$ cat config.mk
export PLATFORM = sky130hd
export DESIGN_NAME = system_control_block_regs
export DESIGN_NICKNAME = d
export VERILOG_FILES = /design/src/common/scb_regs_pkg.sv /design/src/logic/pending_select.sv /design/src/logic/system_control_block_regs.sv
export SDC_FILE = /design/constraint.sdc
export NUM_CORES = 1
export LEC_CHECK = 0
export BUFFER_PORTS_ARGS = -buffer_cell sky130_fd_sc_hd__buf_2
export CAP_MARGIN = 5
export CORE_ASPECT_RATIO = 1.25
export CORE_UTILIZATION = 57
export CTS_CLUSTER_DIAMETER = 40
export DETAILED_ROUTE_END_ITERATION = 10
export PLACE_DENSITY_LB_ADDON = 0.15
export SYNTH_ARGS = -nofsm -noshare
export SYNTH_HDL_FRONTEND = slang
export SYNTH_SLANG_ARGS = --single-unit
$ cat constraint.sdc
create_clock -name clk -period 105.5 [get_ports clk]
set_input_delay 0 -clock clk [delete_from_list [all_inputs] [get_ports clk]]
set_output_delay 0 -clock clk [all_outputs]
set_load 0.05 [all_outputs]
$ cat src/common/scb_regs_pkg.sv
// Constants for the system control register bank: offsets, fields, keys.
// Assumes a 32-bit word bus with byte addresses and a single clock.
//
// Behaviour
// - Bit 22 flags any pending external interrupt.
// - Bits 17:12 give highest pending enabled number.
// - Bits 5:0 give active number, zero in thread.
// - Active number equals interrupt line index plus 16.
// - Active field mirrors the status word's low bits.
// - Reset control writes need key 0x05fa above.
// - Bit 15 reports byte order, read only.
// - Keyed write of bit 2 requests system reset.
// - Bit 1 is debug only and reads zero.
// - Bit 4 lets disabled interrupts wake too.
// - New pending wakes wait, else is latched.
// - Send event instruction also wakes the waiter.
// - Bit 2 selects sleep or deep sleep.
// - Bit 1 sleeps on return to thread mode.
// - Write 1 sets tick pending; reads show it.
// - Write 1 clears deferred service pending.

package scb_regs_pkg;

    // ****************************************************************
    // Register map.
    // ****************************************************************
    localparam int          ADDR_W          = 5;
    localparam logic [4:0]  OFS_INT_CTRL    = 5'h04;
    localparam logic [4:0]  OFS_RST_CTRL    = 5'h0c;
    localparam logic [4:0]  OFS_SLEEP_CTRL  = 5'h10;

    // ****************************************************************
    // Field positions.
    // ****************************************************************
    localparam int          B_DS_SET        = 28;
    localparam int          B_DS_CLR        = 27;
    localparam int          B_TICK_SET      = 26;
    localparam int          B_TICK_CLR      = 25;
    localparam int          B_ANY_PEND      = 22;
    localparam int          B_HIGH_LO       = 12;
    localparam int          B_KEY_LO        = 16;
    localparam int          B_BYTE_ORDER    = 15;
    localparam int          B_SYS_RESET     = 2;
    localparam int          B_WAKE_ANY      = 4;
    localparam int          B_DEEP          = 2;
    localparam int          B_SLEEP_EXIT    = 1;

    localparam logic [15:0] WRITE_KEY       = 16'h05fa;

    // ****************************************************************
    // Exception numbering and reset values.
    // ****************************************************************
    localparam int          NUM_IRQ         = 32;
    localparam logic [5:0]  IRQ_BASE        = 6'h10;
    localparam logic [5:0]  EXC_DEFERRED    = 6'h0e;
    localparam logic [5:0]  EXC_TICK        = 6'h0f;
    localparam logic [2:0]  SLEEP_CTRL_RST  = 3'h0;

endpackage

$ cat src/logic/pending_select.sv
// Picks the highest-priority pending enabled exception.
// Assumes two-bit priorities where a lower value wins and ties go
// to the lower exception number.
`timescale 1ns/10ps
`default_nettype none

module pending_select (
    // External interrupt lines.
    input  wire logic [31:0] irq_pending,
    input  wire logic [31:0] irq_enable,
    input  wire logic [63:0] irq_prio,
    // System exceptions.
    input  wire logic        tick_pending,
    input  wire logic [1:0]  tick_prio,
    input  wire logic        ds_pending,
    input  wire logic [1:0]  ds_prio,
    // Result.
    output logic      [5:0]  highest_number
);

    logic [5:0] num_chain  [0:32];
    logic [2:0] prio_chain [0:32];
    logic [5:0] start_num;
    logic [2:0] start_prio;

    // Deferred service is number 14, tick 15; the lower number wins a tie.
    assign start_num  = ds_pending ? scb_regs_pkg::EXC_DEFERRED :
                        (tick_pending ? scb_regs_pkg::EXC_TICK : 6'h00);
    assign start_prio = ds_pending ?
                        ((tick_pending && tick_prio < ds_prio) ? {1'b0, tick_prio}
                                                                : {1'b0, ds_prio}) :
                        (tick_pending ? {1'b0, tick_prio} : 3'h4);
    assign num_chain[0]  = (ds_pending && tick_pending && tick_prio < ds_prio) ?
                           scb_regs_pkg::EXC_TICK : start_num;
    assign prio_chain[0] = start_prio;

    genvar i;
    generate
        for (i = 0; i < scb_regs_pkg::NUM_IRQ; i++) begin : g_line
            logic take;
            // Strictly lower value wins, so earlier (lower) numbers keep ties.
            assign take = irq_pending[i] && irq_enable[i] &&
                          ({1'b0, irq_prio[2*i +: 2]} < prio_chain[i]);
            // Line i carries exception number i plus 16.
            assign num_chain[i+1]  = take ? (scb_regs_pkg::IRQ_BASE + 6'(i))
                                          : num_chain[i];
            assign prio_chain[i+1] = take ? {1'b0, irq_prio[2*i +: 2]}
                                          : prio_chain[i];
        end
    endgenerate

    assign highest_number = num_chain[scb_regs_pkg::NUM_IRQ];

endmodule

`default_nettype wire

$ cat src/logic/system_control_block_regs.sv
// System control register bank: interrupt state, keyed reset control
// and low-power control, reached over an Avalon-MM slave.
// Assumes the core drives its status inputs synchronously to clk.
//
// Local design decisions: the Avalon-MM slave port and the register addresses.
`timescale 1ns/10ps
`default_nettype none

module system_control_block_regs (
    // Clock and reset.
    input  wire logic        clk,
    input  wire logic        rstn,
    // Avalon-MM slave.
    input  wire logic [4:0]  address,
    input  wire logic        read,
    input  wire logic        write,
    input  wire logic [31:0] writedata,
    input  wire logic [3:0]  byteenable,
    output logic      [31:0] readdata,
    output logic             waitrequest,
    // Interrupt controller state.
    input  wire logic [31:0] irq_pending,
    input  wire logic [31:0] irq_enable,
    input  wire logic [63:0] irq_prio,
    input  wire logic [1:0]  tick_prio,
    input  wire logic [1:0]  ds_prio,
    // Core status and instructions.
    input  wire logic [5:0]  interrupt_program_status,
    input  wire logic        big_endian,
    input  wire logic        tick_event,
    input  wire logic        tick_taken,
    input  wire logic        ds_taken,
    input  wire logic        wait_for_event_instr,
    input  wire logic        send_event_instr,
    input  wire logic        handler_return,
    // Outputs to the core and system.
    output logic             tick_pending,
    output logic             ds_pending,
    output logic      [5:0]  highest_pending_number,
    output logic             any_irq_pending,
    output logic             system_reset_request,
    output logic             deep_low_power_select,
    output logic             sleep_after_handler_return,
    output logic             wake_on_any_pending,
    output logic             processor_wake,
    output logic             waiting_for_event,
    output logic             sleep_request
);

    // ****************************************************************
    // State.
    // ****************************************************************
    typedef enum logic {
        RUN,
        WAIT_EVENT
    } wait_state_t;

    wait_state_t wait_state_reg;
    wait_state_t wait_state_next;

    logic [31:0] readdata_reg;
    logic [31:0] readdata_next;
    logic        waitrequest_reg;

    logic        tick_pending_reg;
    logic        tick_pending_next;
    logic        ds_pending_reg;
    logic        ds_pending_next;

    logic [5:0]  active_reg;
    logic [5:0]  highest_reg;
    logic        any_pend_reg;
    logic        byte_order_reg;

    logic        sys_reset_reg;
    logic        sys_reset_next;
    logic [2:0]  sleep_ctrl_reg;
    logic [2:0]  sleep_ctrl_next;

    logic        event_latch_reg;
    logic        event_latch_next;

    logic        wake_reg;
    logic        wake_next;
    logic        sleep_req_reg;
    logic        sleep_req_next;

    logic [31:0] irq_seen_reg;
    logic        tick_seen_reg;
    logic        ds_seen_reg;

    // ****************************************************************
    // Bus decode.
    // ****************************************************************
    wire logic   access;
    wire logic   wr_commit;
    wire logic   full_word;
    wire logic   wr_int_ctrl;
    wire logic   wr_rst_ctrl;
    wire logic   wr_sleep_ctrl;
    wire logic   key_ok;

    // Waitrequest falls one cycle after a request; the write lands on the
    // edge at which the master sees it low.
    assign access        = (read || write) && waitrequest_reg;
    assign wr_commit     = write && !waitrequest_reg;
    assign full_word     = (byteenable == 4'hf);
    assign wr_int_ctrl   = wr_commit && full_word &&
                           (address == scb_regs_pkg::OFS_INT_CTRL);
    assign wr_sleep_ctrl = wr_commit && full_word &&
                           (address == scb_regs_pkg::OFS_SLEEP_CTRL);
    // A reset control write without the key in the top half is dropped whole.
    assign key_ok        = (writedata[31:scb_regs_pkg::B_KEY_LO] ==
                            scb_regs_pkg::WRITE_KEY);
    assign wr_rst_ctrl   = wr_commit && full_word && key_ok &&
                           (address == scb_regs_pkg::OFS_RST_CTRL);

    // ****************************************************************
    // Read data.
    // ****************************************************************
    wire logic [31:0] int_ctrl_view;
    wire logic [31:0] rst_ctrl_view;
    wire logic [31:0] sleep_ctrl_view;

    // Only implemented fields are placed; everything else reads zero.
    assign int_ctrl_view = {3'h0, ds_pending_reg, 1'b0,
                            tick_pending_reg,
                            3'h0,
                            any_pend_reg,
                            4'h0,
                            highest_reg,
                            6'h00,
                            active_reg};

    // Key field, reset request and the debug bit all read zero.
    assign rst_ctrl_view = {16'h0000, byte_order_reg, 15'h0000};

    assign sleep_ctrl_view = {27'h0000000,
                              sleep_ctrl_reg[2], 1'b0,
                              sleep_ctrl_reg[1], sleep_ctrl_reg[0], 1'b0};

    // Read data is loaded on the request edge.
    always_comb begin
        readdata_next = readdata_reg;
        if (access && read) begin
            unique case (address)
                scb_regs_pkg::OFS_INT_CTRL:   readdata_next = int_ctrl_view;
                scb_regs_pkg::OFS_RST_CTRL:   readdata_next = rst_ctrl_view;
                scb_regs_pkg::OFS_SLEEP_CTRL: readdata_next = sleep_ctrl_view;
                default:                      readdata_next = 32'h00000000;
            endcase
        end
    end

    always_ff @(posedge clk) begin
        if (!rstn) begin
            readdata_reg    <= 32'h00000000;
            waitrequest_reg <= 1'b1;
        end else begin
            readdata_reg    <= readdata_next;
            waitrequest_reg <= !access;
        end
    end

    // ****************************************************************
    // Pending flags of the system exceptions.
    // ****************************************************************
    wire logic tick_set;
    wire logic tick_clr;
    wire logic ds_set;
    wire logic ds_clr;

    assign tick_set = tick_event ||
                      (wr_int_ctrl && writedata[scb_regs_pkg::B_TICK_SET]);
    assign tick_clr = tick_taken ||
                      (wr_int_ctrl && writedata[scb_regs_pkg::B_TICK_CLR]);
    assign ds_set   = wr_int_ctrl && writedata[scb_regs_pkg::B_DS_SET];
    assign ds_clr   = ds_taken ||
                      (wr_int_ctrl && writedata[scb_regs_pkg::B_DS_CLR]);

    // Setting wins over clearing, which also settles the case of software
    // writing both bits at once.
    assign tick_pending_next = tick_set || (tick_pending_reg && !tick_clr);
    assign ds_pending_next   = ds_set || (ds_pending_reg && !ds_clr);

    always_ff @(posedge clk) begin
        if (!rstn) begin
            tick_pending_reg <= 1'b0;
            ds_pending_reg   <= 1'b0;
        end else begin
            tick_pending_reg <= tick_pending_next;
            ds_pending_reg   <= ds_pending_next;
        end
    end

    // ****************************************************************
    // Exception status.
    // ****************************************************************
    wire logic [5:0] highest_now;

    pending_select u_select (
        .irq_pending    (irq_pending),
        .irq_enable     (irq_enable),
        .irq_prio       (irq_prio),
        .tick_pending   (tick_pending_reg),
        .tick_prio      (tick_prio),
        .ds_pending     (ds_pending_reg),
        .ds_prio        (ds_prio),
        .highest_number (highest_now)
    );

    always_ff @(posedge clk) begin
        if (!rstn) begin
            active_reg     <= 6'h00;
            highest_reg    <= 6'h00;
            any_pend_reg   <= 1'b0;
            byte_order_reg <= 1'b0;
        end else begin
            active_reg     <= interrupt_program_status;
            highest_reg    <= highest_now;
            any_pend_reg   <= |irq_pending;
            byte_order_reg <= big_endian;
        end
    end

    // ****************************************************************
    // Reset and sleep control.
    // ****************************************************************
    // A zero in bit 2 leaves the request low.
    assign sys_reset_next = wr_rst_ctrl && writedata[scb_regs_pkg::B_SYS_RESET];

    // Partial writes leave the control bits alone.
    assign sleep_ctrl_next = wr_sleep_ctrl ?
                             {writedata[scb_regs_pkg::B_WAKE_ANY],
                              writedata[scb_regs_pkg::B_DEEP],
                              writedata[scb_regs_pkg::B_SLEEP_EXIT]} :
                             sleep_ctrl_reg;

    // Returning to thread mode asks for sleep only with bit 1 set.
    assign sleep_req_next = handler_return && sleep_ctrl_reg[0];

    always_ff @(posedge clk) begin
        if (!rstn) begin
            sys_reset_reg  <= 1'b0;
            sleep_ctrl_reg <= scb_regs_pkg::SLEEP_CTRL_RST;
            sleep_req_reg  <= 1'b0;
        end else begin
            sys_reset_reg  <= sys_reset_next;
            sleep_ctrl_reg <= sleep_ctrl_next;
            sleep_req_reg  <= sleep_req_next;
        end
    end

    // ****************************************************************
    // Event latch and wait-for-event wake-up.
    // ****************************************************************
    wire logic [31:0] irq_new;
    wire logic [31:0] irq_wake_mask;
    wire logic        event_now;
    wire logic        consume;

    // A pending line counts as an event only on its rising edge.
    assign irq_new = irq_pending & ~irq_seen_reg;

    // Disabled lines wake only while bit 4 is set.
    assign irq_wake_mask = sleep_ctrl_reg[2] ? 32'hffffffff : irq_enable;

    assign event_now = (|(irq_new & irq_wake_mask)) ||
                       (tick_pending_reg && !tick_seen_reg) ||
                       (ds_pending_reg && !ds_seen_reg) ||
                       send_event_instr;

    // A wait issued while waiting is ignored.
    assign consume = wait_for_event_instr && (wait_state_reg == RUN);

    always_comb begin
        wait_state_next  = wait_state_reg;
        wake_next        = 1'b0;
        event_latch_next = event_latch_reg;
        unique case (wait_state_reg)
            RUN: begin
                if (consume) begin
                    if (event_latch_reg || event_now) begin
                        // A stored event completes the wait at once.
                        wake_next        = 1'b1;
                        event_latch_next = 1'b0;
                    end else begin
                        wait_state_next = WAIT_EVENT;
                    end
                end else if (event_now) begin
                    // Not waiting, so keep it for the next wait.
                    event_latch_next = 1'b1;
                end
            end
            WAIT_EVENT: begin
                if (event_now) begin
                    wake_next       = 1'b1;
                    wait_state_next = RUN;
                end
            end
        endcase
    end

    always_ff @(posedge clk) begin
        if (!rstn) begin
            wait_state_reg  <= RUN;
            event_latch_reg <= 1'b0;
            wake_reg        <= 1'b0;
            irq_seen_reg    <= 32'h00000000;
            tick_seen_reg   <= 1'b0;
            ds_seen_reg     <= 1'b0;
        end else begin
            wait_state_reg  <= wait_state_next;
            event_latch_reg <= event_latch_next;
            wake_reg        <= wake_next;
            irq_seen_reg    <= irq_pending;
            tick_seen_reg   <= tick_pending_reg;
            ds_seen_reg     <= ds_pending_reg;
        end
    end

    // ****************************************************************
    // Outputs.
    // ****************************************************************
    // Each output is a register or a bit of one.
    assign readdata                   = readdata_reg;
    assign waitrequest                = waitrequest_reg;
    assign tick_pending               = tick_pending_reg;
    assign ds_pending                 = ds_pending_reg;
    assign highest_pending_number     = highest_reg;
    assign any_irq_pending            = any_pend_reg;
    assign system_reset_request       = sys_reset_reg;
    assign deep_low_power_select      = sleep_ctrl_reg[1];
    assign sleep_after_handler_return = sleep_ctrl_reg[0];
    assign wake_on_any_pending        = sleep_ctrl_reg[2];
    assign processor_wake             = wake_reg;
    assign waiting_for_event          = (wait_state_reg == WAIT_EVENT);
    assign sleep_request              = sleep_req_reg;

endmodule

`default_nettype wire
==> impl_metrics.ini, run 1 <==
[detailed_routing]
vias = 8928
topRoutingLayerUsed = met4
drt_wl_total_microns = 25300
ant_nets = 0
firstDrtPassIters = 5
wl_met1_microns = 10200
drt-wirelength-per-cell_microns = 17.7
drt_iter0_drc = 667
route.met2.wl_microns = 12400
drc = 0
vias_per_cell = 6.24
wl_met3_microns = 1760

[min_path]
hold_path.class = in2reg
min_from = irq_pending[8]
min_to = irq_seen_reg[8]
min_path_cells = 2

[power]
p_int_mw = 0.123
pwr-share-seq_pct = 12.9
leakage_nw = 4.17
p_per_area_nw_per_um2 = 25.8
power_mw = 0.242
p_comb_share_pct = 74.7
clkPwrFrac_pct = 12.4
ir_drop_uv = 22.8
p_sw_share_pct = 49.1
net-switching-power_mw = 0.119

[global_route]
grtUsageTotal_pct = 35.8
grt_max_degree = 75
grt_pass1_vias = 8339
antenna_found_initial = 0
grt_pass1_wl_microns = 39300
grt_remaining_overflow = 0

[die]
die_w_microns = 105
die_h_microns = 130
fp.dieArea_sq_um = 13600
io_pins = 239
core_sq_um = 12800
start_util_pct = 58.6
rows = 46

[worst_setup_path]
critPathKind = reg2reg
end_kind = register
slowest_stage = dfxtp_1
cp_max_fo = 11
crit_top_cell = ha_1
cp_data_arrival_time_ns = 43.23
rrSetupSlack_ns = 62.48
reg2reg_from = tick_pending
worstSetupStartpointType = register
worstPathBufferInverterCount = 16
crit_family = compound AO/OA/AOI/OAI gates
critPathLaunch = tick_pending
crit_path_max_incr_delay_ns = 0.59
rr_worst_depth = 206
reg2reg_to = highest_pending_number[5]
crit_required_ns = 105.71

[clocking]
root_buffer = clkbuf_16
path_clk_slew_ns = 0.06
clock_path_buffers = 2
clock_sinks = 74
cts_tree = done
ctsResizeCount = 0
clk-insertion-delay-late_ns = 0.32
cts_buffers = 9
htreeDepth = 3
cts_setup_buffers = 0

[cells_and_area]
drive_gt1_share_pct = 24.1
fin_util_pct = 73.4
fill_cells = 1068
area_growth_pct = 25.2
stdcell_count = 1430
final_nets = 1480
antennaDiodeCount = 0
largest_reg_flops = 32

[timing]
fmax_mhz = 23.2
setup_viol = 0
fin_tns_setup_ns = 0
final_max_slew_viol_count = 0
final-hold-violation-count = 0
min_period_ns = 43.02
tightest_slew_ns = 1.01
finalClockSkew_ns = 0.00492
period_share_pct = 40.8
rsz0062_at_grt = false
relSlewSlack_pct = 32.4

[yosys]
synthFlopType = dfxtp_1
synthCells = 1007
yosysUniqueCellTypes = 109
syn-cell-area_sq_um = 7490
yosys_warnings = 0
seq_area_frac_synth_pct = 19.8
ys_seq_elements = 74
synth_edf_count = 0
avgSynthCellArea_sq_um = 7.44
synthArstFlopShare_pct = 0

[place]
hpwl_microns = 19500
port_buffers = 208
placed_cells = 1364
place.gp.congestion = 0.983

[status]
status = finished, final reports clean

[run]
cap_violations = 0
[area by class of cell]
type                    count  area [sq um]  share of cell area [%]
multi-input cells         844          5590                    59.6
clock inverters             6          66.3                   0.707
inverters                  70           263                    2.80
repair buffers            258          1540                    16.4
well taps                 168           210                    2.24
flip-flops and latches     74          1480                    15.8
clock buffers              10           229                    2.44
[power groups by stage]
stage | logic (mW) | clock network, mW | registers [mW]
3_3_place_gp | 0.172 | 0 | 0.0319
5_1_grt | 0.199 | 0.0314 | 0.0315
6_report | 0.181 | 0.0300 | 0.0314
4_1_cts | 0.178 | 0.0300 | 0.0313
2_1_floorplan | 0.136 | 0 | 0.0355
3_5_place_dp | 0.175 | 0 | 0.0319
[worst max path at each step]
| stage | end | slack [ns] | depth (start not counted) |
|---|---|---|---|
| floorplan | highest_pending_number[5] | 68.60 | 215 |
| global placement | highest_pending_number[3] | 63.98 | 210 |
| detailed placement | highest_pending_number[3] | 63.40 | 209 |
| CTS | highest_pending_number[5] | 63.17 | 209 |
| global route | highest_pending_number[5] | 59.33 | 207 |
| finish | highest_pending_number[5] | 62.48 | 206 |
[layer usage]
| metal | vias to the layer above | track usage (%) |
|---|---|---|
| met2 | 457 | 66.3 |
| met3 | 76 | 4.70 |
| li1 | 4286 | - |
| met4 | 0 | 17.2 |
| met1 | 4109 | 40.7 |
| met5 | - | 0 |
[cells in the final DEF, fill, tap and decap left out, types with 31 or more instances in the layout]
cell / instances
nand3_1: 31
a21oi_1: 56
ha_1: 33
inv_1: 69
o21ai_0: 42
buf_2: 208
and2_1: 54
o22ai_1: 37
nor2_1: 79
nand2_1: 93
dlygate4sd3_1: 50
dfxtp_1: 74
[per-stage QoR]
stage	hold WS (ns)	setup WS, ns	instance area, sq um
3_5_place_dp	0.210	63.40	8590
4_1_cts	0.00328	63.17	9380
2_1_floorplan	0.116	68.60	7550
3_3_place_gp	0.205	63.98	8590
6_report	0.0178	62.48	9380
5_1_grt	0.00391	59.33	9380
[kinds of logic (layout without fill, tap and decap cells)]
logic type      after synthesis  count (layout)  synth area share [%]
compound gates              367             367                  36.4
fa+ha+maj                    33              33                  5.51
buf+inv                     105             344                  6.43
flops                        74              74                  19.8
mux                          18              18                  2.47
other cells                   1              17                0.0500
simple gates                409             409                  29.4
[synth_stat cells (4+ instances only)]
cell	instances	area [sq um]
nand4b_1	4	35.0
nor4_1	20	125
a31oi_1	14	87.6
clkbuf_1	11	41.3
or2_2	14	87.6
and3_1	9	56.3
nand3_1	31	155
buf_2	4	20.0
o21ai_0	42	210
or3_1	7	43.8
a21oi_1	56	280
a211o_1	10	87.6
mux2i_1	14	140
nor3_1	30	150
nor3b_1	7	52.6
o21ai_1	7	35.0
a221oi_1	7	61.3
nand2b_1	8	50.1
nand4_1	9	56.3
and2_2	4	30.0
o21a_1	16	120
buf_4	18	135
o21ai_2	4	35.0
o211ai_1	8	60.1
ha_1	33	413
and2_1	54	338
nor2b_1	10	62.6
a21o_1	27	203
o21bai_1	7	52.6
dfxtp_1	74	1480
o22ai_1	37	231
mux2_2	4	45.0
o31ai_1	14	105
nor2_1	79	297
inv_1	69	259
nand2_2	4	25.0
a22oi_1	5	37.5
a21boi_0	19	143
nand2_1	93	349
a211oi_1	18	135
[what timing repair did]
item / CTS / global route
hold endpoints to repair: 44 / 0
hold buffers: 50 / 0
endpoints found under the setup margin: 0 / 0
Power figures use the tool's default switching activity.
==> run 2: changes to the inputs <==
--- a/config.mk
+++ b/config.mk
@@ -5,10 +5,11 @@
 export SDC_FILE = /design/constraint.sdc
 export NUM_CORES = 1
 export LEC_CHECK = 0
+export ABC_AREA = 1
 export BUFFER_PORTS_ARGS = -buffer_cell sky130_fd_sc_hd__buf_2
 export CAP_MARGIN = 5
 export CORE_ASPECT_RATIO = 1.25
-export CORE_UTILIZATION = 57
+export CORE_UTILIZATION = 51
 export CTS_CLUSTER_DIAMETER = 40
 export DETAILED_ROUTE_END_ITERATION = 10
 export PLACE_DENSITY_LB_ADDON = 0.15
==> constraint.sdc (replaced) <==
create_clock -name clk -period 44.2 [get_ports clk]
set_input_delay 0 -clock clk [delete_from_list [all_inputs] [get_ports clk]]
set_output_delay 0 -clock clk [all_outputs]
set_load 0.05 [all_outputs]
==> run 2 against run 1 <==
Against the previous run:
- setup slack got worse by 46 ns
- utilization decreased by 5.2 points
- cell count decreased by 2.5%
- combinational power increased by 22%
- clock skew increased by 0.00091 ns
- synthesized cell count decreased by 4.7%
- power increased by 54%
- register-to-register slack got worse by 46 ns
- sequential share of layout area increased by 1.4 points
- critical path type unchanged
- critical endpoint unchanged
- largest power group unchanged
==> impl_metrics.ini, run 2 <==
[min_path]
min_from = irq_enable[31]
hold_path.class = in2reg

[clocking]
root_buffer = clkbuf_16
path_clk_slew_ns = 0.06
clock_path_buffers = 2
htreeDepth = 3
hold_buffers = 54
cts_setup_buffers = 0
ctsResizeCount = 0
cts_tree = done
clk-insertion-delay-late_ns = 0.33
clock_sinks = 74
cts_buffers = 9

[place]
hpwl_microns = 13600
dpl_cell_area_sq_um = 7730
place.gp.congestion = 0.872
port_buffers = 208

[worst_setup_path]
worstSetupStartpointType = register
slowest_stage = dfxtp_1
critPathLaunch = tick_pending
crit_path_max_incr_delay_ns = 0.43
reg2reg_from = tick_pending
end_kind = register
worstPathBufferInverterCount = 1
crit_family = compound AO/OA/AOI/OAI gates
crit_required_ns = 44.38
cp_data_arrival_time_ns = 27.97
cp_max_fo = 10
crit_top_cell = ha_1
critPathKind = reg2reg

[power]
clkPwrFrac_pct = 21.2
pwr-share-seq_pct = 19.9
p_per_area_nw_per_um2 = 43.3
p_comb_share_pct = 58.9
p_int_mw = 0.208
net-switching-power_mw = 0.164
p_sw_share_pct = 44.1
leakage_nw = 4.73
ir_drop_uv = 27.8

[yosys]
synthXorXnorAreaFrac_pct = 0
seq_area_frac_synth_pct = 22.5
synth_edf_count = 0
yosysMostFrequentCell = nand2_1
synth_area_leaders = dfxtp_1, nand2_1, inv_1
yosys_warnings = 0
yosysTopAreaCell = dfxtp_1
synthCells = 960
synth_top_family_by_area = simple AND/OR/NAND/NOR gates
synth-compound-area-share_pct = 23.1
synthArstFlopShare_pct = 0
syn-cell-area_sq_um = 6580
ys_seq_elements = 74
synth_adder_area_share_pct = 6.28
synth_simple_gate_area_share_pct = 37.0
synth_top_area_share_pct = 22.5
avgSynthCellArea_sq_um = 6.85
yosysUniqueCellTypes = 41
muxShareOfSynthArea_pct = 0
synthTopCellsByCount = nand2_1, inv_1, nand3_1
synthFlopType = dfxtp_1

[cells_and_area]
fin_area_sq_um = 8590
drive_gt1_share_pct = 31.6
area_growth_pct = 30.7
largest_reg_flops = 32
antennaDiodeCount = 0
layout_common_cells = nand2_1, buf_2, inv_1
layout_commonest_cell = nand2_1
final_nets = 1444

[detailed_routing]
drt_wl_total_microns = 17200
drt_iter0_drc = 218
firstDrtPassIters = 6
drt-wirelength-per-cell_microns = 12.4
drc = 0
vias = 6973
vias_per_cell = 5.00
ant_nets = 0

[global_route]
grtUsageTotal_pct = 25.5
grt_remaining_overflow = 0
antenna_found_initial = 0
grt_pass1_vias = 6530
grt_max_degree = 61
grt_pass1_wl_microns = 28100

[timing]
period_share_pct = 62.9
fin_tns_setup_ns = 0
relSlewSlack_pct = 54.7
finalClockSkew_ns = 0.00584
fmax_mhz = 36.0
rsz0062_at_grt = false
tightest_slew_ns = 0.674
setup_viol = 0
final_max_slew_viol_count = 0
final-hold-violation-count = 0
min_period_ns = 27.78

[die]
rows = 46
fp.dieArea_sq_um = 13400
core_sq_um = 12600
die_w_microns = 104
start_util_pct = 52.2
io_pins = 239
die_h_microns = 129

[run]
cap_violations = 0

[status]
status = finished, final reports clean
run 2: cell count changes after synthesis, moves of 30 or more:
| cell | change |
|---|---|
| o22ai_1 | -34 |
| nand2_1 | +149 |
| nand2_2 | +66 |
| nand3_1 | +44 |
| and2_1 | -54 |
| a21oi_1 | -30 |
| nor2_1 | -56 |
| inv_1 | +76 |
run 2: logic make-up (layout without fill, tap and decap cells):
kind of cell,Yosys count,after routing
adders and majority gates,33,33
other,1,17
AOI/OAI and AO/OA,192,192
DFF,74,74
and+or+nand+nor,484,484
buffers and inverters,176,426
run 2: power groups by stage:
stage	combinational, mW	clock, mW	sequential (mW)
4_1_cts	0.221	0.0799	0.0742
3_3_place_gp	0.213	0	0.0756
5_1_grt	0.247	0.0829	0.0747
2_1_floorplan	0.166	0	0.0860
6_report	0.220	0.0789	0.0741
3_5_place_dp	0.217	0	0.0756
run 2: stage by stage:
stage | utilization (%) | hold WS [ns] | worst slack, ns | instances | total power, mW
2_1_floorplan | - | 0.0935 | 18.60 | 976 | 0.252
3_3_place_gp | 61.3 | 0.187 | 16.53 | 1324 | 0.289
3_5_place_dp | 61.3 | 0.186 | 16.28 | 1324 | 0.292
4_1_cts | 68.2 | 0.0839 | 16.21 | 1394 | 0.375
5_1_grt | 68.2 | 0.0906 | 13.64 | 1394 | 0.404
6_report | 68.2 | 0.0898 | 16.42 | 1394 | 0.373
run 2: layer usage:
metal  global-route usage (%)  routed length (microns)  up-vias
li1                         -                        -     3639
met1                     29.1                     7310     3108
met2                     48.8                     8800      187
met3                     3.60                      670       39
met4                     8.70                      462        0
met5                        0                        0        -
run 2: worst reg2reg max path, delay by kind of cell, from the launching register on:
kind                       cells  cell delay, ns
and+or+nand+nor               67            6.30
AOI/OAI and AO/OA             65           12.09
adders and majority gates     32            8.66
DFF                            1            0.43
buffers and inverters          1            0.13
run 2: final timing paths:
| path | endpoint | slack (ns) | cells after the start |
|---|---|---|---|
| setup / recovery | highest_pending_number[5] | 16.42 | 165 |
| hold / removal | highest_pending_number[0] | 0.09 | 5 |
| setup reg to reg | highest_pending_number[5] | 16.42 | 165 |
| hold reg to reg | readdata[5] | 0.45 | 2 |
run 2: area by class of cell:
| type | instances | area (sq um) |
|---|---|---|
| Sequential cell | 74 | 1480 |
| Clock inverter | 7 | 100 |
| Timing Repair Buffer | 265 | 1600 |
| Fill cell | 1140 | 4010 |
| Tap cell | 168 | 210 |
| Inverter | 145 | 544 |
| Clock buffer | 9 | 225 |
| Multi-Input combinational cell | 726 | 4430 |
==> run 3: changes to the inputs <==
--- a/config.mk
+++ b/config.mk
@@ -5,11 +5,11 @@
 export SDC_FILE = /design/constraint.sdc
 export NUM_CORES = 1
 export LEC_CHECK = 0
-export ABC_AREA = 1
+export ABC_AREA = 0
 export BUFFER_PORTS_ARGS = -buffer_cell sky130_fd_sc_hd__buf_2
 export CAP_MARGIN = 5
 export CORE_ASPECT_RATIO = 1.25
-export CORE_UTILIZATION = 51
+export CORE_UTILIZATION = 53
 export CTS_CLUSTER_DIAMETER = 40
 export DETAILED_ROUTE_END_ITERATION = 10
 export PLACE_DENSITY_LB_ADDON = 0.15
==> constraint.sdc (replaced) <==
create_clock -name clk -period 25.7 [get_ports clk]
set_input_delay 0 -clock clk [delete_from_list [all_inputs] [get_ports clk]]
set_output_delay 0 -clock clk [all_outputs]
set_load 0.05 [all_outputs]
==> run 3 against run 2 <==
Against the previous run:
- the run now fails in global routing (5_1_grt)
- synthesized cell count is 4.9% higher
- area after synthesis grew 14%
==> impl_metrics.ini, run 3 <==
[yosys]
synthFlopType = dfxtp_1
syn-cell-area_sq_um = 7490
synthCells = 1007
avgSynthCellArea_sq_um = 7.44
synth_area_leaders = dfxtp_1, ha_1, nand2_1
yosysMostFrequentCell = nand2_1
synth_edf_count = 0
synthArstFlopShare_pct = 0
ys_seq_elements = 74
seq_area_frac_synth_pct = 19.8
synth_top_area_share_pct = 19.8
yosysUniqueCellTypes = 109
yosys_warnings = 0
synthTopCellsByCount = nand2_1, nor2_1, dfxtp_1
yosysTopAreaCell = dfxtp_1

[status]
haltStage = global routing (5_1_grt)
status = aborted with a tool error
stop_error = [ERROR GRT-0232] Routing congestion too high. Check the congestion heatmap in the GUI.

[die]
die_w_microns = 108
die_h_microns = 135
io_pins = 239
start_util_pct = 54.2
rows = 48

[global_route]
grt_remaining_overflow = 590
grt_max_degree = 75
grtUsageTotal_pct = 90.3

[timing]
postGrtWorstEndpoint = highest_pending_number[4]$_SDFF_PP0_/D
worst_endpoint_kind = register input

[clocking]
htreeDepth = 3
root_buffer = clkbuf_16
cts_buffers = 9
clock_sinks = 74
clock_path_buffers = 2

[place]
place.gp.congestion = 0.973
port_buffers = 208
dpl_cell_area_sq_um = 11000
hpwl_microns = 23300
-- run 3: changes by cell type after synthesis, moves of 27 or more --
cell	change
o21ai_0	-27
nor2_1	+56
nand3_1	-44
nand2_2	-66
nand2_4	-27
a21o_1	+27
nand2_1	-149
a21oi_1	+30
o22ai_1	+34
inv_1	-76
and2_1	+54
-- run 3: what timing repair did --
| item | CTS |
|---|---|
| pin swaps | 67 |
| hold buffers | 43 |
| endpoints found under the setup margin | 6 |
| hold endpoints to repair | 37 |
| gates resized for setup | 42 |
| setup buffers | 68 |
-- run 3: kinds of logic after synthesis --
kind of cell,Yosys count,synth area share (%)
AOI/OAI and AO/OA,367,36.4
adders and majority gates,33,5.51
buffers and inverters,105,6.43
DFF,74,19.8
muxes,18,2.47
other,1,0.0500
and+or+nand+nor,409,29.4
-- run 3: per-layer routing --
layer | track usage [%] | GRT overflow
met1 | 83.0 | 2
met2 | 113 | 399
met3 | 70.3 | 13
met4 | 108 | 176
met5 | 17.9 | 0
-- run 3: metrics by stage --
stage | TNS, ns | hold WS (ns) | setup WS [ns] | std cells
after floorplan | -54.28 | 0.116 | -9.19 | 1023
after global placement | -54.79 | 0.208 | -9.20 | 1636
after detailed placement | -60.27 | 0.209 | -10.12 | 1636
after CTS | -54.83 | 0.00281 | -9.19 | 1763
